**config.mk**
```make
export PLATFORM = sky130hd
export DESIGN_NAME = motor_cfg_top
export DESIGN_NICKNAME = d
export VERILOG_FILES = /design/src/motor_cfg_pkg.sv /design/src/phase_cfg_if.sv /design/src/motor_cfg_top.sv /design/src/phase_engine.sv
export SDC_FILE = /design/constraint.sdc
export NUM_CORES = 1
export LEC_CHECK = 0
export ABC_AREA = 0
export BUFFER_PORTS_ARGS = -buffer_cell sky130_fd_sc_hd__buf_4
export CORE_MARGIN = 4
export CORE_UTILIZATION = 45
export DETAILED_ROUTE_END_ITERATION = 10
export HOLD_SLACK_MARGIN = 0.15
export SKIP_CTS_REPAIR_TIMING = 1
export SLEW_MARGIN = 10
export SYNTH_ARGS = -nofsm -noshare
export SYNTH_HDL_FRONTEND = slang
export SYNTH_SLANG_ARGS = --single-unit
```
**constraint.sdc**
```tcl
create_clock -name ref_clk -period 3.3 [get_ports ref_clk]
set_input_delay 0.33 -clock ref_clk [delete_from_list [all_inputs] [get_ports ref_clk]]
set_output_delay 0.33 -clock ref_clk [all_outputs]
set_load 0.1 [all_outputs]
```
**src/motor_cfg_pkg.sv**
```systemverilog
// Constants and state types for the regulator, delay and demagnetization block.
// Assumes a 100 MHz core clock and a 16-bit serial frame from the controller.
package motor_cfg_pkg;

   localparam int           CLK_PERIOD_NS  = 10;
   ////////////////////////////////////////////////////////////////////////////
   // Register map (serial port addresses)
   localparam logic [5:0]   ADDR_RECT      = 6'h07;
   localparam logic [5:0]   ADDR_REG_CTRL  = 6'h08;
   localparam logic [5:0]   ADDR_DELAY     = 6'h0C;
   localparam logic [7:0]   RECT_RESET     = 8'h00;
   localparam logic [7:0]   REG_CTRL_RESET = 8'h00;
   localparam logic [7:0]   DELAY_RESET    = 8'h00;
   // Writable bits; the rest are read-only zero
   localparam logic [7:0]   RECT_WMASK     = 8'hFF;
   localparam logic [7:0]   REG_CTRL_WMASK = 8'h3F;
   localparam logic [7:0]   DELAY_WMASK    = 8'h1F;
   // Field positions
   localparam int           BIT_SYNC_RECT  = 2;
   localparam int           BIT_ASYNC_RECT = 3;
   localparam int           BIT_SEQ_OFF    = 4;
   localparam int           BIT_CUR_LIM    = 3;
   localparam int           BIT_VSEL_HI    = 2;
   localparam int           BIT_VSEL_LO    = 1;
   localparam int           BIT_REG_OFF    = 0;
   localparam int           BIT_DLY_EN     = 4;
   localparam int           BIT_TGT_HI     = 3;
   ////////////////////////////////////////////////////////////////////////////
   // Serial frame: bit 15 read flag, 14-9 address, 8 parity, 7-0 data
   localparam logic [4:0]   FRAME_BITS     = 5'h10;
   localparam logic [4:0]   HDR_BITS       = 5'h08;
   localparam logic [4:0]   CNT_MAX        = 5'h1F;
   localparam int           RW_BIT         = 15;
   localparam int           IN_W           = 15;
   ////////////////////////////////////////////////////////////////////////////
   // Timing
   localparam int           DLY_STEP_NS    = 200;
   localparam int           DLY_STEP_CYC   = (DLY_STEP_NS + CLK_PERIOD_NS - 1) / CLK_PERIOD_NS;
   localparam int           DEAD_NS        = 100;
   localparam int           QUAL_NS        = 200;
   localparam logic [7:0]   DEAD_CYCLES    = 8'((DEAD_NS + CLK_PERIOD_NS - 1) / CLK_PERIOD_NS);
   localparam logic [7:0]   QUAL_CYCLES    = 8'((QUAL_NS + CLK_PERIOD_NS - 1) / CLK_PERIOD_NS);

   // Code 0 is no delay, code 1 is 0.4 us, each further code adds one step
   function automatic logic [8:0] delay_cycles(input logic [3:0] code);
      if (code == 4'h0) begin
         return 9'h000;
      end
      return 9'((int'(code) + 1) * DLY_STEP_CYC);
   endfunction

   typedef struct packed {
      logic [IN_W-1:0] sync1;
      logic [IN_W-1:0] sync2;
      logic            sclk_prev;
      logic [15:0]     shift;
      logic [4:0]      bit_cnt;
      logic [7:0]      dout;
      logic            sdo_oe_n;
      logic [7:0]      rect_reg;
      logic [7:0]      reg_ctrl;
      logic [7:0]      delay_reg;
   } top_state_t;

   typedef struct packed {
      logic       eff_h;
      logic       eff_l;
      logic       pend_h;
      logic       pend_l;
      logic [8:0] dcnt;
      logic [7:0] off_cnt;
      logic [7:0] qual_h;
      logic [7:0] qual_l;
      logic       gate_h;
      logic       gate_l;
      logic       dmg_h;
      logic       dmg_l;
   } phase_state_t;

endpackage

```
**src/phase_cfg_if.sv**
```systemverilog
// Configuration carried from the register bank to the phase engines.
// Assumes one driver (the register bank) and any number of readers.
`timescale 1ns/100ps
interface phase_cfg_if;
   logic       delay_comp_enable;
   logic [8:0] delay_cycles;
   logic       demag_enable;
   modport src (output delay_comp_enable, output delay_cycles, output demag_enable);
   modport dst (input delay_comp_enable, input delay_cycles, input demag_enable);
endinterface

```
**src/motor_cfg_top.sv**
```systemverilog
// Serial register bank for regulator and delay settings, driving three phase engines.
// Assumes a controller on the 16-bit serial port and PWM inputs from outside the clock domain.
//
// Summary of operation
// - Regulator control at 0x8, resets zero
// - Bit 4 set disables regulator sequencing
// - Bit 3 picks 600 or 150 mA
// - Bits 2-1 pick regulator output voltage
// - Bit 0 set turns regulator off
// - Delay compensation at 0xC, resets zero
// - Bit 4 enables delay compensation
// - Bits 3-0 give target delay code
// - Demag turns FET on while diode conducts
// - Demag needs both rectification enables set
// - Without demag, dead time and diode only
// - Comparators tell voltage against threshold
// - Qualified comparator after dead time turns FET on
// - Voltage below threshold turns FET off
// - Compensation delays both directions to target
// - Rectification enables at bits 2 and 3
// - Dead time is larger of driver and controller
`timescale 1ns/100ps
module motor_cfg_top
   import motor_cfg_pkg::*;
(
   input  wire logic       ref_clk,                      // Core clock
   input  wire logic       rst_n,                        // Async reset
   input  wire logic       spi_scs_n,                    // Serial chip select
   input  wire logic       spi_sclk,                     // Serial clock
   input  wire logic       spi_sdi,                      // Serial data in
   output logic            spi_sdo_out,                  // Serial data out level
   output logic            spi_sdo_oe_n,                 // Serial data out enable
   input  wire logic [2:0] pwm_high_in,                  // High-side PWM per phase
   input  wire logic [2:0] pwm_low_in,                   // Low-side PWM per phase
   input  wire logic [2:0] demag_comparator_high,        // High-side comparators
   input  wire logic [2:0] demag_comparator_low,         // Low-side comparators
   output logic [2:0]      gate_high,                    // High-side FET on
   output logic [2:0]      gate_low,                     // Low-side FET on
   output logic            regulator_sequencing_off,     // Sequencing disabled
   output logic            regulator_current_limit_sel,  // 1 = low limit
   output logic [1:0]      regulator_voltage_sel,        // Output voltage code
   output logic            regulator_off                 // Regulator disabled
);
   import motor_cfg_pkg::*;

   top_state_t    s;
   top_state_t    nxt_s;
   phase_cfg_if   cfg ();
   logic          scs_n;
   logic          sclk;
   logic          sdi;
   logic [2:0]    ph_s;
   logic [2:0]    pl_s;
   logic [2:0]    ch_s;
   logic [2:0]    cl_s;
   logic          frame_end;
   logic          wr_commit;

   function automatic logic [7:0] reg_read(input top_state_t st, input logic [5:0] addr);
      case (addr)
         ADDR_RECT:     return st.rect_reg;
         ADDR_REG_CTRL: return st.reg_ctrl;
         ADDR_DELAY:    return st.delay_reg;
         default:       return 8'h00;
      endcase
   endfunction

   ////////////////////////////////////////////////////////////////////////////
   // Every pin passes two flops; only sync2 is read by logic
   always_comb begin
      nxt_s       = s;
      nxt_s.sync1 = {demag_comparator_low, demag_comparator_high, pwm_low_in, pwm_high_in,
                     spi_sdi, spi_sclk, spi_scs_n};
      nxt_s.sync2 = s.sync1;
      scs_n       = s.sync2[0];
      sclk        = s.sync2[1];
      sdi         = s.sync2[2];
      nxt_s.sclk_prev = sclk;
      // Frames of any length other than 16 bits are dropped
      frame_end = scs_n && !s.sdo_oe_n && (s.bit_cnt == FRAME_BITS);
      wr_commit = frame_end && !s.shift[RW_BIT];
      if (scs_n) begin
         nxt_s.bit_cnt  = 5'h00;
         nxt_s.dout     = 8'h00;
         nxt_s.sdo_oe_n = 1'b1;
         if (wr_commit) begin
            case (s.shift[14:9])
               ADDR_RECT:     nxt_s.rect_reg  = s.shift[7:0] & RECT_WMASK;
               ADDR_REG_CTRL: nxt_s.reg_ctrl  = s.shift[7:0] & REG_CTRL_WMASK;
               ADDR_DELAY:    nxt_s.delay_reg = s.shift[7:0] & DELAY_WMASK;
               default:       nxt_s.rect_reg  = s.rect_reg;
            endcase
         end
      end else begin
         nxt_s.sdo_oe_n = 1'b0;
         if (sclk && !s.sclk_prev) begin
            nxt_s.shift   = {s.shift[14:0], sdi};
            nxt_s.bit_cnt = (s.bit_cnt == CNT_MAX) ? CNT_MAX : s.bit_cnt + 5'h01;
         end
         // Data leaves on falling edges; header slots return zero
         if (!sclk && s.sclk_prev) begin
            if (s.bit_cnt == HDR_BITS) begin
               nxt_s.dout = reg_read(s, s.shift[6:1]);
            end else begin
               nxt_s.dout = {s.dout[6:0], 1'b0};
            end
         end
      end
      {cl_s, ch_s, pl_s, ph_s} = s.sync2[IN_W-1:3];
   end

   always_ff @(posedge ref_clk or negedge rst_n) begin
      if (!rst_n) begin
         s           <= '0;
         // Select syncs start deselected so no phantom frame follows reset
         s.sync1[0]  <= 1'b1;
         s.sync2[0]  <= 1'b1;
         s.sdo_oe_n  <= 1'b1;
         s.rect_reg  <= RECT_RESET;
         s.reg_ctrl  <= REG_CTRL_RESET;
         s.delay_reg <= DELAY_RESET;
      end else begin
         s <= nxt_s;
      end
   end

   ////////////////////////////////////////////////////////////////////////////
   assign spi_sdo_out                 = s.dout[7];
   assign spi_sdo_oe_n                = s.sdo_oe_n;
   assign regulator_sequencing_off    = s.reg_ctrl[BIT_SEQ_OFF];
   assign regulator_current_limit_sel = s.reg_ctrl[BIT_CUR_LIM];
   assign regulator_voltage_sel       = s.reg_ctrl[BIT_VSEL_HI:BIT_VSEL_LO];
   assign regulator_off               = s.reg_ctrl[BIT_REG_OFF];

   assign cfg.delay_comp_enable = s.delay_reg[BIT_DLY_EN];
   assign cfg.delay_cycles      = delay_cycles(s.delay_reg[BIT_TGT_HI:0]);
   assign cfg.demag_enable      = s.rect_reg[BIT_SYNC_RECT] & s.rect_reg[BIT_ASYNC_RECT];

   for (genvar p = 0; p < 3; p++) begin : g_phase
      phase_engine u_phase (
         .ref_clk   (ref_clk),
         .rst_n     (rst_n),
         .cfg       (cfg.dst),
         .pwm_high  (ph_s[p]),
         .pwm_low   (pl_s[p]),
         .comp_high (ch_s[p]),
         .comp_low  (cl_s[p]),
         .gate_high (gate_high[p]),
         .gate_low  (gate_low[p])
      );
   end
endmodule // motor_cfg_top

```
**src/phase_engine.sv**
```systemverilog
// One half-bridge: delay compensation, dead time and active demagnetization.
// Assumes all inputs already synchronous to ref_clk.
`timescale 1ns/100ps
module phase_engine
   import motor_cfg_pkg::*;
#(
   parameter logic [7:0] DEAD_CYC = DEAD_CYCLES,
   parameter logic [7:0] QUAL_CYC = QUAL_CYCLES
) (
   input  wire logic  ref_clk,    // Core clock
   input  wire logic  rst_n,      // Async reset
   phase_cfg_if.dst   cfg,        // Shared configuration
   input  wire logic  pwm_high,   // High-side command
   input  wire logic  pwm_low,    // Low-side command
   input  wire logic  comp_high,  // High-side demag comparator
   input  wire logic  comp_low,   // Low-side demag comparator
   output logic       gate_high,  // High-side FET on
   output logic       gate_low    // Low-side FET on
);
   phase_state_t s;
   phase_state_t nxt_s;
   logic         want_h;
   logic         want_l;
   logic         idle;
   logic         both_off;
   logic         dead_done;
   logic         start_h;
   logic         start_l;

   ////////////////////////////////////////////////////////////////////////////
   always_comb begin
      nxt_s = s;
      // Both edge directions see the same target delay
      if (!cfg.delay_comp_enable) begin
         nxt_s.eff_h  = pwm_high;
         nxt_s.eff_l  = pwm_low;
         nxt_s.pend_h = pwm_high;
         nxt_s.pend_l = pwm_low;
         nxt_s.dcnt   = 9'h000;
      end else if ({pwm_high, pwm_low} != {s.pend_h, s.pend_l}) begin
         // A new edge restarts the delay; pulses shorter than it are lost
         nxt_s.pend_h = pwm_high;
         nxt_s.pend_l = pwm_low;
         nxt_s.dcnt   = cfg.delay_cycles;
         if (cfg.delay_cycles == 9'h000) begin
            nxt_s.eff_h = pwm_high;
            nxt_s.eff_l = pwm_low;
         end
      end else if (s.dcnt > 9'h001) begin
         nxt_s.dcnt = s.dcnt - 9'h001;
      end else if (s.dcnt == 9'h001) begin
         nxt_s.dcnt  = 9'h000;
         nxt_s.eff_h = s.pend_h;
         nxt_s.eff_l = s.pend_l;
      end
      want_h    = s.eff_h & ~s.eff_l;
      want_l    = s.eff_l & ~s.eff_h;
      idle      = ~s.eff_h & ~s.eff_l;
      both_off  = ~s.gate_h & ~s.gate_l;
      dead_done = (s.off_cnt == DEAD_CYC);
      // Driver dead time counts from the last gate off, so a longer
      // controller gap simply wins
      if (!both_off) begin
         nxt_s.off_cnt = 8'h00;
      end else if (!dead_done) begin
         nxt_s.off_cnt = s.off_cnt + 8'h01;
      end
      // Qualify a conducting body diode only after the dead time
      if (cfg.demag_enable && idle && both_off && dead_done && comp_low) begin
         nxt_s.qual_l = (s.qual_l == QUAL_CYC) ? s.qual_l : s.qual_l + 8'h01;
      end else begin
         nxt_s.qual_l = 8'h00;
      end
      if (cfg.demag_enable && idle && both_off && dead_done && comp_high) begin
         nxt_s.qual_h = (s.qual_h == QUAL_CYC) ? s.qual_h : s.qual_h + 8'h01;
      end else begin
         nxt_s.qual_h = 8'h00;
      end
      // Low side has priority so both sides never start together
      start_l = both_off & dead_done &
                (want_l | (cfg.demag_enable & idle & (s.qual_l == QUAL_CYC)));
      start_h = both_off & dead_done & ~start_l &
                (want_h | (cfg.demag_enable & idle & (s.qual_h == QUAL_CYC)));
      if (s.gate_l) begin
         nxt_s.gate_l = s.dmg_l ? (comp_low & idle & cfg.demag_enable) : want_l;
         nxt_s.dmg_l  = s.dmg_l & nxt_s.gate_l;
      end else begin
         nxt_s.gate_l = start_l;
         nxt_s.dmg_l  = start_l & ~want_l;
      end
      if (s.gate_h) begin
         nxt_s.gate_h = s.dmg_h ? (comp_high & idle & cfg.demag_enable) : want_h;
         nxt_s.dmg_h  = s.dmg_h & nxt_s.gate_h;
      end else begin
         nxt_s.gate_h = start_h;
         nxt_s.dmg_h  = start_h & ~want_h;
      end
   end

   always_ff @(posedge ref_clk or negedge rst_n) begin
      if (!rst_n) begin
         s <= '0;
      end else begin
         s <= nxt_s;
      end
   end

   assign gate_high = s.gate_h;
   assign gate_low  = s.gate_l;
endmodule // phase_engine

```
==> implementation parameters, run 1 <==
Parameter                              Value

Clock tree
  TritonCTS clock tree    yes
  CTS clk-pin slew, worst paths    0.06 ns
  Later-pin clock latency in the skew report    0.50 ns
  Htree depth    1
  TritonCTS Buffers    23
  Number of buffers on the longest clock path    3
  Clock root buffer    sky130_fd_sc_hd__clkbuf_16
  Number of sinks driven by the clock tree    203

Layout
  Layout Utilization    52.5%
  Signed area change from the synthesized netlist to the final layout    14.9%
  Filler instances    1,889
  Most frequent cells in the layout    199 x sky130_fd_sc_hd__dfrtp_1, 140 x sky130_fd_sc_hd__nor2_1, 56 x sky130_fd_sc_hd__nand3_1
  Most common cell after layout, fill and taps aside    sky130_fd_sc_hd__dfrtp_1
  Layout cell share with drive strength beyond 1    14.4%
  Post-Layout Cell Count    1,235
  Diode count    0
  Post-layout instance area    0.0110 mm2
  Nets    995

Flow run
  Number of max-cap violations    0

Status
  Result of the run    finished clean

Routing
  Via count normalized by instance count    5.25
  Number of nets still failing antenna checks after routing    0
  Detailed Route Iter0 Violations    296
  Routed wire length    17,800 um
  Average detailed-routed wire length per instance    14.4 um
  Number of search-and-repair iterations in the first detailed-routing pass    4
  Number of vias after detailed routing    6,483
  DRC viols    0

Placement
  Half-perimeter wire length after placement    11,800 um
  GPL Wtd Cong    0.770
  Port bufs    29
  Post-DP Area    0.0101 mm2
  Number of placed instances, taps included    1,178

Die
  Number of rows created at floorplan    53
  Effective utilization at floorplan    45.7%
  Placeable core area    0.0210 mm2
  Die boundary width    154 um
  DIE AREA    0.0237 mm2
  Vertical die dimension    154 um
  Number of top-level design ports    30

Logic synthesis
  Fraction of registers with async set or reset after synthesis    100%
  Post-Synthesis Cells    902
  Count of distinct cell types in the synthesized netlist    62
  Number of nets in the synthesized netlist    953
  Sequential element share of the synthesized area    52.9%
  Primary FF master, synth    sky130_fd_sc_hd__dfrtp_1
  Syn avg cell area    10.6 um2
  Total of flip-flops plus latches after synthesis    203
  Cell area after synthesis    0.00960 mm2
  Number of warnings printed during yosys synthesis    0
  Number of synthesized flops with an enable pin    0

Pwr
  Worst supply voltage drop on vdd    0.000272 V
  Internal power component    4650 uW
  Share of total power in sequential cells    47.6%
  Switching fraction of total power    25.3%
  Psw    1570 uW
  Power per standard cell area    564 mW/mm2
  Portion of total power attributed to the clock network    41.8%
  Comb power frac    10.5%
  Cell leakage power    0.00492 uW

Global route
  Number of global-route vias before repair    6,240
  Total routing usage reported by global routing    15.0%
  Maximum number of pins on one net before global-route repair    96
  First-pass GRT wire length    30,600 um
  Global route overflow    0
  Antenna violations before repair    0

Timing
  Max Clk Rate    0.324 GHz
  Worst hold slack    0.347 ns
  Setup TNS    0 ns
  Final min period    3.09 ns
  Transition at the pin with the smallest max-transition slack    0.765 ns
  Final-report setup violation count    0
  RSZ-0062 raised after global routing    no
  Clock tree skew after final layout    0.00885 ns
  Crit share post-route    93.6%
  Total count of hold-check failures in the final report    0
  Headroom to the max-slew limit    49.0%
  Number of max-slew violations in the final report    0

Worst setup path
  Worst-path fanout max    7
  WP data arrival    3.47 ns
  CP Data Required Time    3.68 ns
  CP Capture Type    flip-flop
  Kind of start point of the critical path    flip-flop
  Worst Setup Path Type    flip-flop to flip-flop

Worst hold path
  Worst hold-check path type    flip-flop to flip-flop
[flip-flops by register name (all words and copies together), names as in the netlist, 3 cells and up]
signal and cells:
ch_s 3, g_phase.u_phase.gate_low 3, ph_s 3, cl_s 3, nxt_s 16, g_phase.u_phase.s 117
g_phase.u_phase.gate_high 3, s 44, pl_s 3
[synth_stat cells, types with 3 or more instances]
cell type	count	area (um2)
sky130_fd_sc_hd__nor2_1	140	526
sky130_fd_sc_hd__dfrtp_1	200	5000
sky130_fd_sc_hd__a22oi_1	12	90.1
sky130_fd_sc_hd__clkbuf_1	19	71.3
sky130_fd_sc_hd__nor3_1	12	60.1
sky130_fd_sc_hd__o21ai_0	18	90.1
sky130_fd_sc_hd__buf_2	3	15.0
sky130_fd_sc_hd__nand2_1	50	188
sky130_fd_sc_hd__nand2b_1	4	25.0
sky130_fd_sc_hd__nand4_1	8	50.1
sky130_fd_sc_hd__o41ai_1	4	35.0
sky130_fd_sc_hd__nand4b_1	4	35.0
sky130_fd_sc_hd__nor4_1	7	43.8
sky130_fd_sc_hd__ha_1	33	413
sky130_fd_sc_hd__and3b_1	3	26.3
sky130_fd_sc_hd__buf_1	3	11.3
sky130_fd_sc_hd__dfstp_2	3	78.8
sky130_fd_sc_hd__a21oi_1	33	165
sky130_fd_sc_hd__xor2_1	40	350
sky130_fd_sc_hd__inv_1	35	131
sky130_fd_sc_hd__a211oi_1	7	52.6
sky130_fd_sc_hd__nor4b_1	6	52.6
sky130_fd_sc_hd__and2_1	3	18.8
sky130_fd_sc_hd__or4_1	5	37.5
sky130_fd_sc_hd__nor3b_1	7	52.6
sky130_fd_sc_hd__a21o_1	4	30.0
sky130_fd_sc_hd__o31ai_1	4	30.0
sky130_fd_sc_hd__and3_1	20	125
sky130_fd_sc_hd__nand3_1	56	280
sky130_fd_sc_hd__xnor2_1	33	289
sky130_fd_sc_hd__or4b_2	3	30.0
sky130_fd_sc_hd__mux2i_1	12	120
sky130_fd_sc_hd__mux2_2	44	495
sky130_fd_sc_hd__or2_2	3	18.8
sky130_fd_sc_hd__nor2b_1	8	50.1
sky130_fd_sc_hd__buf_4	8	60.1
sky130_fd_sc_hd__a32oi_1	10	87.6
sky130_fd_sc_hd__a311oi_1	6	52.6
[final timing paths]
kind                       slack [ns]  depth (start not counted)           startpoint                                    to
min in group asynchronous        0.46                          2                rst_n  g_phase[0].u_phase.s[24]$_DFFE_PN0P_
max                              0.21                          9     s[0]$_DFFE_PN0P_  g_phase[2].u_phase.s[40]$_DFFE_PN0P_
max reg2reg                      0.21                          9     s[0]$_DFFE_PN0P_  g_phase[2].u_phase.s[40]$_DFFE_PN0P_
min reg2reg                      0.35                          0  nxt_s[56]$_DFF_PN0_                   nxt_s[54]$_DFF_PN0_
min                              0.35                          0  nxt_s[56]$_DFF_PN0_                   nxt_s[54]$_DFF_PN0_
max in group asynchronous        2.01                          3                rst_n                       s[55]$_DFF_PN1_
[per-stage QoR]
stage | worst slack [ns] | total power [uW]
floorplan | 0.353 | 3440
detailed placement | -0.0431 | 3650
global route | 0.0745 | 6550
CTS | -0.0609 | 6300
global placement | 0.0919 | 3640
finish | 0.211 | 6220
[layer usage]
layer	global-route usage, %	wire length, um	vias up
met5	0	0	-
met4	3.62	363	0
met3	2.56	606	29
met2	23.9	8150	85
met1	21.6	8650	3136
li1	-	-	3233
[cells by family after synthesis]
group | Yosys count | share of synthesized area (%)
AND/OR/NAND/NOR | 355 | 18.6
flip-flops | 203 | 52.9
AO/OA/AOI/OAI | 112 | 7.80
XOR/XNOR | 73 | 6.66
buffers and inverters | 69 | 3.06
multiplexers | 56 | 6.41
adder cells (fa/ha/maj) | 34 | 4.51
[power by group through the flow]
stage / Sequential (uW) / Combinational [uW] / Clock, uW
6_report: 2970 / 656 / 2600
5_1_grt: 3000 / 758 / 2790
4_1_cts: 2970 / 654 / 2680
3_5_place_dp: 3000 / 649 / 0
3_3_place_gp: 3000 / 635 / 0
2_1_floorplan: 2920 / 517 / 0
[worst max-delay path, stage by stage, from the launching register on]
cell	delay [ns]
sky130_fd_sc_hd__dfrtp_2	0.45
sky130_fd_sc_hd__inv_1	0.14
sky130_fd_sc_hd__ha_1	0.27
sky130_fd_sc_hd__ha_1	0.28
sky130_fd_sc_hd__ha_1	0.22
sky130_fd_sc_hd__fa_1	0.53
sky130_fd_sc_hd__nor4_2	0.20
sky130_fd_sc_hd__a311oi_2	0.19
sky130_fd_sc_hd__a211oi_2	0.32
sky130_fd_sc_hd__mux2_2	0.37
[area by class of cell]
class	instances	area, um2	share of cell area (%)
clock buffer	35	671	6.08
tap	275	344	3.12
multi-input combinational	630	4240	38.5
clock inverter	6	105	0.953
timing repair buffer	51	454	4.12
sequential	203	5080	46.1
inverter	35	131	1.19
Note: power is estimated with default switching activity, not from simulation.
==> inputs of run 2 (changes only) <==
Settings changed: CORE_ASPECT_RATIO from default to 0.75, PLACE_DENSITY from default to 0.62.
==> implementation parameters, run 2 (synthesis results as in run 1) <==
Parameter                              Value

Status
  Result of the run    finished clean

Worst setup path
  Cell depth of the worst setup path    10 (+1)
  Max stage delay cell, worst path    sky130_fd_sc_hd__fa_1
  Critical path's top delay family    adder cells
  Sum of buffers and inverters on the critical path    2 (+1)
  Largest stage delay on the critical path    0.53 ns (about the same)
  CP Data Required Time    3.68 ns (about the same)
  Crit path cell chain    inv_1 > ha_1 > ha_1 > ha_1 > fa_1 > nor4_2 > a311oi_2 > a211oi_2 > buf_4 > mux2_2
  Dominant cell type by count on the critical path    sky130_fd_sc_hd__ha_1
  Capture instance of the worst register-to-register path    g_phase[2].u_phase.s[40]$_DFFE_PN0P_
  Register-to-register setup slack    0.18 ns (-0.03 ns)
  Worst Setup Path Type    flip-flop to flip-flop
  Depth of the worst register-to-register path    10 (+1)
  Worst-path fanout max    4 (-3)
  FF-to-FF Start    s[0]$_DFFE_PN0P_
  CP Capture Type    flip-flop
  WP data arrival    3.50 ns (+0.03 ns)
  Kind of start point of the critical path    flip-flop

Global route
  Global route overflow    0 (unchanged)
  Total routing usage reported by global routing    15.3% (+0.27 points)
  First-pass GRT wire length    30,900 um (+0.93%)
  Maximum number of pins on one net before global-route repair    91 (-5.2%)
  Number of global-route vias before repair    6,121 (-1.9%)
  Antenna violations before repair    0 (unchanged)

Placement
  Port bufs    29 (unchanged)
  Half-perimeter wire length after placement    12,100 um (+3.2%)
  GPL Wtd Cong    0.787 (+2.2%)
  Number of placed instances, taps included    1,187 (+0.76%)

Clock tree
  TritonCTS clock tree    yes
  TritonCTS Buffers    22 (-4.3%)
  Clock root buffer    sky130_fd_sc_hd__clkbuf_16
  Later-pin clock latency in the skew report    0.50 ns (about the same)
  Number of buffers on the longest clock path    3 (unchanged)
  Htree depth    1 (unchanged)
  Number of sinks driven by the clock tree    203 (unchanged)
  CTS clk-pin slew, worst paths    0.06 ns (about the same)

Timing
  Number of max-slew violations in the final report    0 (unchanged)
  Final min period    3.12 ns (+0.0311 ns)
  Final-report setup violation count    0 (unchanged)
  Total count of hold-check failures in the final report    0 (unchanged)
  Clock tree skew after final layout    0.00981 ns (+0.000955 ns)
  RSZ-0062 raised after global routing    no
  Setup TNS    0 ns (unchanged)
  Headroom to the max-slew limit    50.4% (+1.4 points)
  Transition at the pin with the smallest max-transition slack    0.744 ns (-0.0214 ns)
  Max Clk Rate    0.321 GHz (-1.0%)
  Crit share post-route    94.5% (+0.94 points)

Die
  Die boundary width    177 um (+15%)
  Effective utilization at floorplan    46.6% (+0.92 points)
  Placeable core area    0.0206 mm2 (-2.0%)
  DIE AREA    0.0238 mm2 (+0.10%)
  Vertical die dimension    135 um (-13%)
  Number of top-level design ports    30 (unchanged)
  Number of rows created at floorplan    45 (-15%)

Routing
  Detailed Route Iter0 Violations    358 (+21%)
  DRC viols    0 (unchanged)
  Number of vias after detailed routing    6,467 (-0.25%)
  Via count normalized by instance count    5.22 (-0.57%)
  Routed wire length    18,100 um (+1.9%)
  Number of nets still failing antenna checks after routing    0 (unchanged)
  Number of search-and-repair iterations in the first detailed-routing pass    4 (unchanged)
  Average detailed-routed wire length per instance    14.6 um (+1.6%)

Layout
  Register area    0.00508 mm2 (about the same)
  Nets    996 (+0.10%)
  Post-Layout Cell Count    1,239 (+0.32%)
  Max reg flops    117 (unchanged)
  Filler instances    1,849 (-2.1%)
  Diode count    0 (unchanged)
  Most common cell after layout, fill and taps aside    sky130_fd_sc_hd__dfrtp_1
  Layout cell share with drive strength beyond 1    14.2% (-0.16 points)
  Most frequent cells in the layout    200 x sky130_fd_sc_hd__dfrtp_1, 140 x sky130_fd_sc_hd__nor2_1, 56 x sky130_fd_sc_hd__nand3_1
  Signed area change from the synthesized netlist to the final layout    14.2%
  Register bank with the most flops    g_phase.u_phase.s
  Multi-input gate area in the final layout    0.00424 mm2 (unchanged)

Worst hold path
  Start point of the worst min-delay path    nxt_s[65]$_DFF_PN0_
  Depth of the worst hold-timing path    0 (unchanged)
  Worst hold-check path type    flip-flop to flip-flop
  Sink of the worst hold path    ch_s[1]$_DFF_PN0_

Flow run
  Number of max-cap violations    0 (unchanged)

Pwr
  Cell leakage power    0.00488 uW (-0.90%)
  Worst supply voltage drop on vdd    0.000539 V (+98%)
  Power per standard cell area    547 mW/mm2 (-3.0%)
[run 2: per-stage QoR]
| step | area (um2) | util, % | worst slack [ns] | total power, uW | hold slack, ns |
|---|---|---|---|---|---|
| 2_1_floorplan | 9600 | - | 0.353 | 3440 | 0.0344 |
| 3_3_place_gp | 10100 | 49.0 | 0.247 | 3640 | 0.332 |
| 3_5_place_dp | 10100 | 49.0 | 0.195 | 3660 | 0.336 |
| 4_1_cts | 10800 | 52.3 | 0.160 | 6070 | -0.0889 |
| 5_1_grt | 11000 | 53.2 | 0.0190 | 6300 | 0.352 |
| 6_report | 11000 | 53.2 | 0.180 | 6000 | 0.348 |
[run 2: worst max path at each step]
stage | start | endpoint | slack [ns]
final | s[0]$_DFFE_PN0P_ | g_phase[2].u_phase.s[40]$_DFFE_PN0P_ | 0.18
after global routing | s[0]$_DFFE_PN0P_ | g_phase[2].u_phase.s[39]$_DFFE_PN0P_ | 0.02
after CTS | s[0]$_DFFE_PN0P_ | g_phase[2].u_phase.s[40]$_DFFE_PN0P_ | 0.16
after detailed placement | s[0]$_DFFE_PN0P_ | g_phase[2].u_phase.s[40]$_DFFE_PN0P_ | 0.20
after global placement | s[0]$_DFFE_PN0P_ | g_phase[2].u_phase.s[39]$_DFFE_PN0P_ | 0.25
after floorplan | s[0]$_DFFE_PN0P_ | g_phase[2].u_phase.s[39]$_DFFE_PN0P_ | 0.35
[run 2: worst reg2reg max path: stages, from the launching register on]
cell and delay [ns]:
sky130_fd_sc_hd__dfrtp_1 0.37, sky130_fd_sc_hd__inv_1 0.10, sky130_fd_sc_hd__ha_1 0.38, sky130_fd_sc_hd__ha_1 0.30
sky130_fd_sc_hd__ha_1 0.22, sky130_fd_sc_hd__fa_1 0.53, sky130_fd_sc_hd__nor4_2 0.21, sky130_fd_sc_hd__a311oi_2 0.18
sky130_fd_sc_hd__a211oi_2 0.24, sky130_fd_sc_hd__buf_4 0.15, sky130_fd_sc_hd__mux2_2 0.32
[run 2: metal layers]
metal	GRT usage, %	vias up	part of all wire [%]
met4	3.35	0	1.6
met5	0	-	0
met2	22.5	73	44
met1	24.0	3138	52
met3	2.38	26	2.7
li1	-	3230	-
[run 2: area by class of cell]
class,count,share of cell area [%]
flip-flops and latches,203,46.4
multi-input cells,630,38.7
clock buffers,27,5.19
repair buffers,53,4.17
well taps,282,3.22
inverters,35,1.20
clock inverters,9,1.14
[run 2: power breakdown]
part / internal (uW) / switching (uW) / total (uW) / leakage, uW
sequential: 2700 / 261 / 2960 / 0.00268
clock: 1400 / 980 / 2380 / 0.000331
combinational: 319 / 342 / 661 / 0.00186
total: 4420 / 1580 / 6000 / 0.00488
==> inputs of run 3 (changes only) <==
Settings changed: SYNTH_HIERARCHICAL from default to 1.
==> implementation parameters, run 3 <==
Parameter                              Value

Pwr
  Power per standard cell area    536 mW/mm2 (-2.0%)
  Comb power frac    11.4% (+0.4 points)
  Portion of total power attributed to the clock network    40.0% (+0.4 points)
  Psw    1570 uW (-0.77%)
  Total power    6090 uW (+1.5%)
  Internal power component    4520 uW (+2.3%)
  Switching fraction of total power    25.8% (-0.59 points)
  Share of total power in sequential cells    48.5% (-0.9 points)
  Worst supply voltage drop on vdd    0.000387 V (-28%)
  Cell leakage power    0.00499 uW (+2.4%)

Placement
  Number of placed instances, taps included    1,216 (+2.4%)
  Port bufs    29 (unchanged)
  Half-perimeter wire length after placement    12,600 um (+4.0%)
  Place WS    0.0457 ns (-0.150 ns)
  GPL Wtd Cong    0.837 (+6.3%)

Timing
  Final Worst Setup Slack    0.155 ns (-0.0248 ns)
  Total count of hold-check failures in the final report    0 (unchanged)
  Number of max-slew violations in the final report    0 (unchanged)
  Transition at the pin with the smallest max-transition slack    0.773 ns (+0.0292 ns)
  Headroom to the max-slew limit    48.5% (-1.9 points)
  Final min period    3.14 ns (+0.0248 ns)
  Final-report setup violation count    0 (unchanged)
  Crit share post-route    95.3% (+0.75 points)
  Worst hold slack    0.346 ns (-0.00177 ns)
  RSZ-0062 raised after global routing    no
  Max Clk Rate    0.318 GHz (-0.79%)
  Clock tree skew after final layout    0.00874 ns (-0.00106 ns)
  Setup TNS    0 ns (unchanged)

Worst setup path
  Largest stage delay on the critical path    0.41 ns (-0.12 ns)
  Worst-path fanout max    5 (+1)
  Crit path cell chain    ha_1 > and3_1 > ha_1 > ha_1 > a21o_1 > a21oi_2 > mux2_4 > nor3_1 > nand3_1 > a22oi_2 > mux2_1
  Max stage delay cell, worst path    sky130_fd_sc_hd__dfrtp_1
  Sum of buffers and inverters on the critical path    0 (-2)
  Worst Setup Path Type    flip-flop to flip-flop
  Critical path's top delay family    adder cells
  CP Capture Type    flip-flop
  Kind of start point of the critical path    flip-flop
  WP data arrival    3.52 ns (+0.02 ns)
  Dominant cell type by count on the critical path    sky130_fd_sc_hd__ha_1
  CP Data Required Time    3.67 ns (about the same)

Global route
  Number of global-route vias before repair    6,606 (+7.9%)
  Fraction of met1 tracks used by global routing    25.1% (+1.1 points)
  Total routing usage reported by global routing    16.0% (+0.69 points)
  Met2 track demand over resource in global routing    23.1% (+0.62 points)
  First-pass GRT wire length    32,800 um (+6.1%)
  Global route overflow    0 (unchanged)
  Antenna violations before repair    0 (unchanged)
  Maximum number of pins on one net before global-route repair    93 (+2.2%)
  Met3 Usage GRT    2.78% (+0.40 points)
  Most heavily used metal layer in global routing    met1

Logic synthesis
  Leading area contributor after synthesis    sky130_fd_sc_hd__dfrtp_1
  Post-Synthesis Cells    906 (+0.44%)
  Fraction of registers with async set or reset after synthesis    100% (unchanged)
  Primary FF master, synth    sky130_fd_sc_hd__dfrtp_1
  Largest cells by area after synthesis    sky130_fd_sc_hd__dfrtp_1 51%, sky130_fd_sc_hd__mux2_2 4.8%, sky130_fd_sc_hd__nor2_1 4.4%
  Sequential element share of the synthesized area    51.4% (-1.5 points)
  Number of synthesized flops with an enable pin    0 (unchanged)
  Most numerous cell types in the synthesized netlist    200 x sky130_fd_sc_hd__dfrtp_1, 115 x sky130_fd_sc_hd__nor2_1, 51 x sky130_fd_sc_hd__nand2_1
  Syn avg cell area    10.9 um2 (+2.5%)
  Count of distinct cell types in the synthesized netlist    73 (+18%)
  Cell area after synthesis    0.00989 mm2 (+3.0%)
  Number of warnings printed during yosys synthesis    6 (+6)
  Most numerous cell in the Yosys netlist    sky130_fd_sc_hd__dfrtp_1
  Total of flip-flops plus latches after synthesis    203 (unchanged)
  Area share of the largest cell type after synthesis    50.6% (-1.5 points)

Routing
  Number of nets still failing antenna checks after routing    0 (unchanged)
  Number of search-and-repair iterations in the first detailed-routing pass    5 (+1)
  Number of vias after detailed routing    6,681 (+3.3%)
  Detailed Route Iter0 Violations    472 (+32%)
  Routed wire length    18,800 um (+3.9%)
  Average detailed-routed wire length per instance    14.8 um (+1.3%)
  DRC viols    0 (unchanged)
  Via count normalized by instance count    5.26 (+0.71%)

Die
  Number of rows created at floorplan    46 (+2.2%)
  Placeable core area    0.0214 mm2 (+3.6%)
  Effective utilization at floorplan    46.3% (-0.30 points)
  Vertical die dimension    136 um (+1.4%)
  DIE AREA    0.0244 mm2 (+2.8%)
  Number of top-level design ports    30 (unchanged)
  Die boundary width    179 um (+1.4%)

Flow run
  Number of max-cap violations    0 (unchanged)

Status
  Result of the run    finished clean

Layout
  Nets    1,023 (+2.7%)
  Diode count    0 (unchanged)
  Register bank with the most flops    g_phase.u_phase/s
  Post-Layout Cell Count    1,271 (+2.6%)
  Most frequent cells in the layout    200 x sky130_fd_sc_hd__dfrtp_1, 115 x sky130_fd_sc_hd__nor2_1, 51 x sky130_fd_sc_hd__nand2_1
  Most common cell after layout, fill and taps aside    sky130_fd_sc_hd__dfrtp_1
  Layout cell share with drive strength beyond 1    16.1% (+1.9 points)
  Max reg flops    117 (unchanged)
  Signed area change from the synthesized netlist to the final layout    14.9%

Clock tree
  TritonCTS Buffers    22 (unchanged)
  CTS clk-pin slew, worst paths    0.06 ns (about the same)
  Clock root buffer    sky130_fd_sc_hd__clkbuf_16
  Number of sinks driven by the clock tree    203 (unchanged)
  Htree depth    1 (unchanged)
  Number of buffers on the longest clock path    3 (unchanged)
  TritonCTS clock tree    yes
  Later-pin clock latency in the skew report    0.49 ns (about the same)

Worst hold path
  Worst hold-check path type    flip-flop to flip-flop
run 3: cell count changes in the layout (fill, tap and decap cells not counted), sizes merged, moves of 6 or more:
cell | before | now
o211ai | 0 | 7
nand3 | 56 | 46
and3 | 20 | 12
nand3b | 1 | 8
xor2 | 40 | 26
nor3 | 15 | 22
buf | 36 | 42
a32oi | 10 | 18
conb | 0 | 12
or4b | 6 | 0
a21oi | 33 | 24
nor2 | 142 | 115
run 3: per-layer routing:
layer / vias up / routed length (um)
li1: 3330 / -
met1: 3229 / 9870
met2: 97 / 7960
met3: 25 / 658
met4: 0 / 334
met5: - / 0
run 3: worst paths after layout:
| check | from | to | slack, ns | cells after the start |
|---|---|---|---|---|
| worst max-delay path | s[1]$_DFFE_PN0P_ | g_phase[1].u_phase/s[39]$_DFFE_PN0P_ | 0.16 | 11 |
| worst min-delay path | nxt_s[56]$_DFF_PN0_ | nxt_s[54]$_DFF_PN0_ | 0.35 | 0 |
| worst max register to register | s[1]$_DFFE_PN0P_ | g_phase[1].u_phase/s[39]$_DFFE_PN0P_ | 0.16 | 11 |
| worst min register to register | nxt_s[56]$_DFF_PN0_ | nxt_s[54]$_DFF_PN0_ | 0.35 | 0 |
| max in group asynchronous | rst_n | g_phase[1].u_phase/s[18]$_DFFE_PN0P_ | 1.93 | 3 |
| min in group asynchronous | rst_n | g_phase[0].u_phase/s[30]$_DFFE_PN0P_ | 0.47 | 2 |
run 3: power groups by stage:
stage | Clock [uW] | Sequential, uW | Combinational (uW)
final | 2440 | 2960 | 696
after global routing | 2620 | 3000 | 797
after CTS | 2520 | 2960 | 692
after detailed placement | 0 | 3000 | 688
after global placement | 0 | 2990 | 671
after floorplan | 0 | 2960 | 505
run 3: final cells by class:
cell class / count / area [um2]
multi-input cells: 646 / 4560
repair buffers: 59 / 489
clock buffers: 31 / 636
clock inverters: 5 / 82.6
inverters: 39 / 146
well taps: 288 / 360
flip-flops and latches: 203 / 5080
fillers: 1835 / 9990
run 3: cell families (layout without fill, tap and decap cells):
group                    count (synthesis)  in the layout  share of synthesized area, %
AND/OR/NAND/NOR                        348            348                          19.6
flip-flops                             203            203                          51.4
AO/OA/AOI/OAI                          131            131                          9.45
buffers and inverters                   68            134                          2.99
XOR/XNOR                                62             62                          5.49
multiplexers                            58             58                          6.48
adder cells (fa/ha/maj)                 35             35                          4.51
other                                    1             12                        0.0379
run 3: per-stage QoR:
step | utilization (%) | area [um2]
after CTS | 52.3 | 11200
after global placement | 48.9 | 10400
after floorplan | - | 9930
after detailed placement | 48.9 | 10400
after global routing | 53.2 | 11400
final | 53.2 | 11400
run 3: worst reg2reg max path, cell delays in order, from the launching register on:
cell and delay, ns:
sky130_fd_sc_hd__dfrtp_1 0.41, sky130_fd_sc_hd__ha_1 0.21, sky130_fd_sc_hd__and3_1 0.21, sky130_fd_sc_hd__ha_1 0.34
sky130_fd_sc_hd__ha_1 0.31, sky130_fd_sc_hd__a21o_1 0.17, sky130_fd_sc_hd__a21oi_2 0.15, sky130_fd_sc_hd__mux2_4 0.35
sky130_fd_sc_hd__nor3_1 0.20, sky130_fd_sc_hd__nand3_1 0.12, sky130_fd_sc_hd__a22oi_2 0.21, sky130_fd_sc_hd__mux2_1 0.34
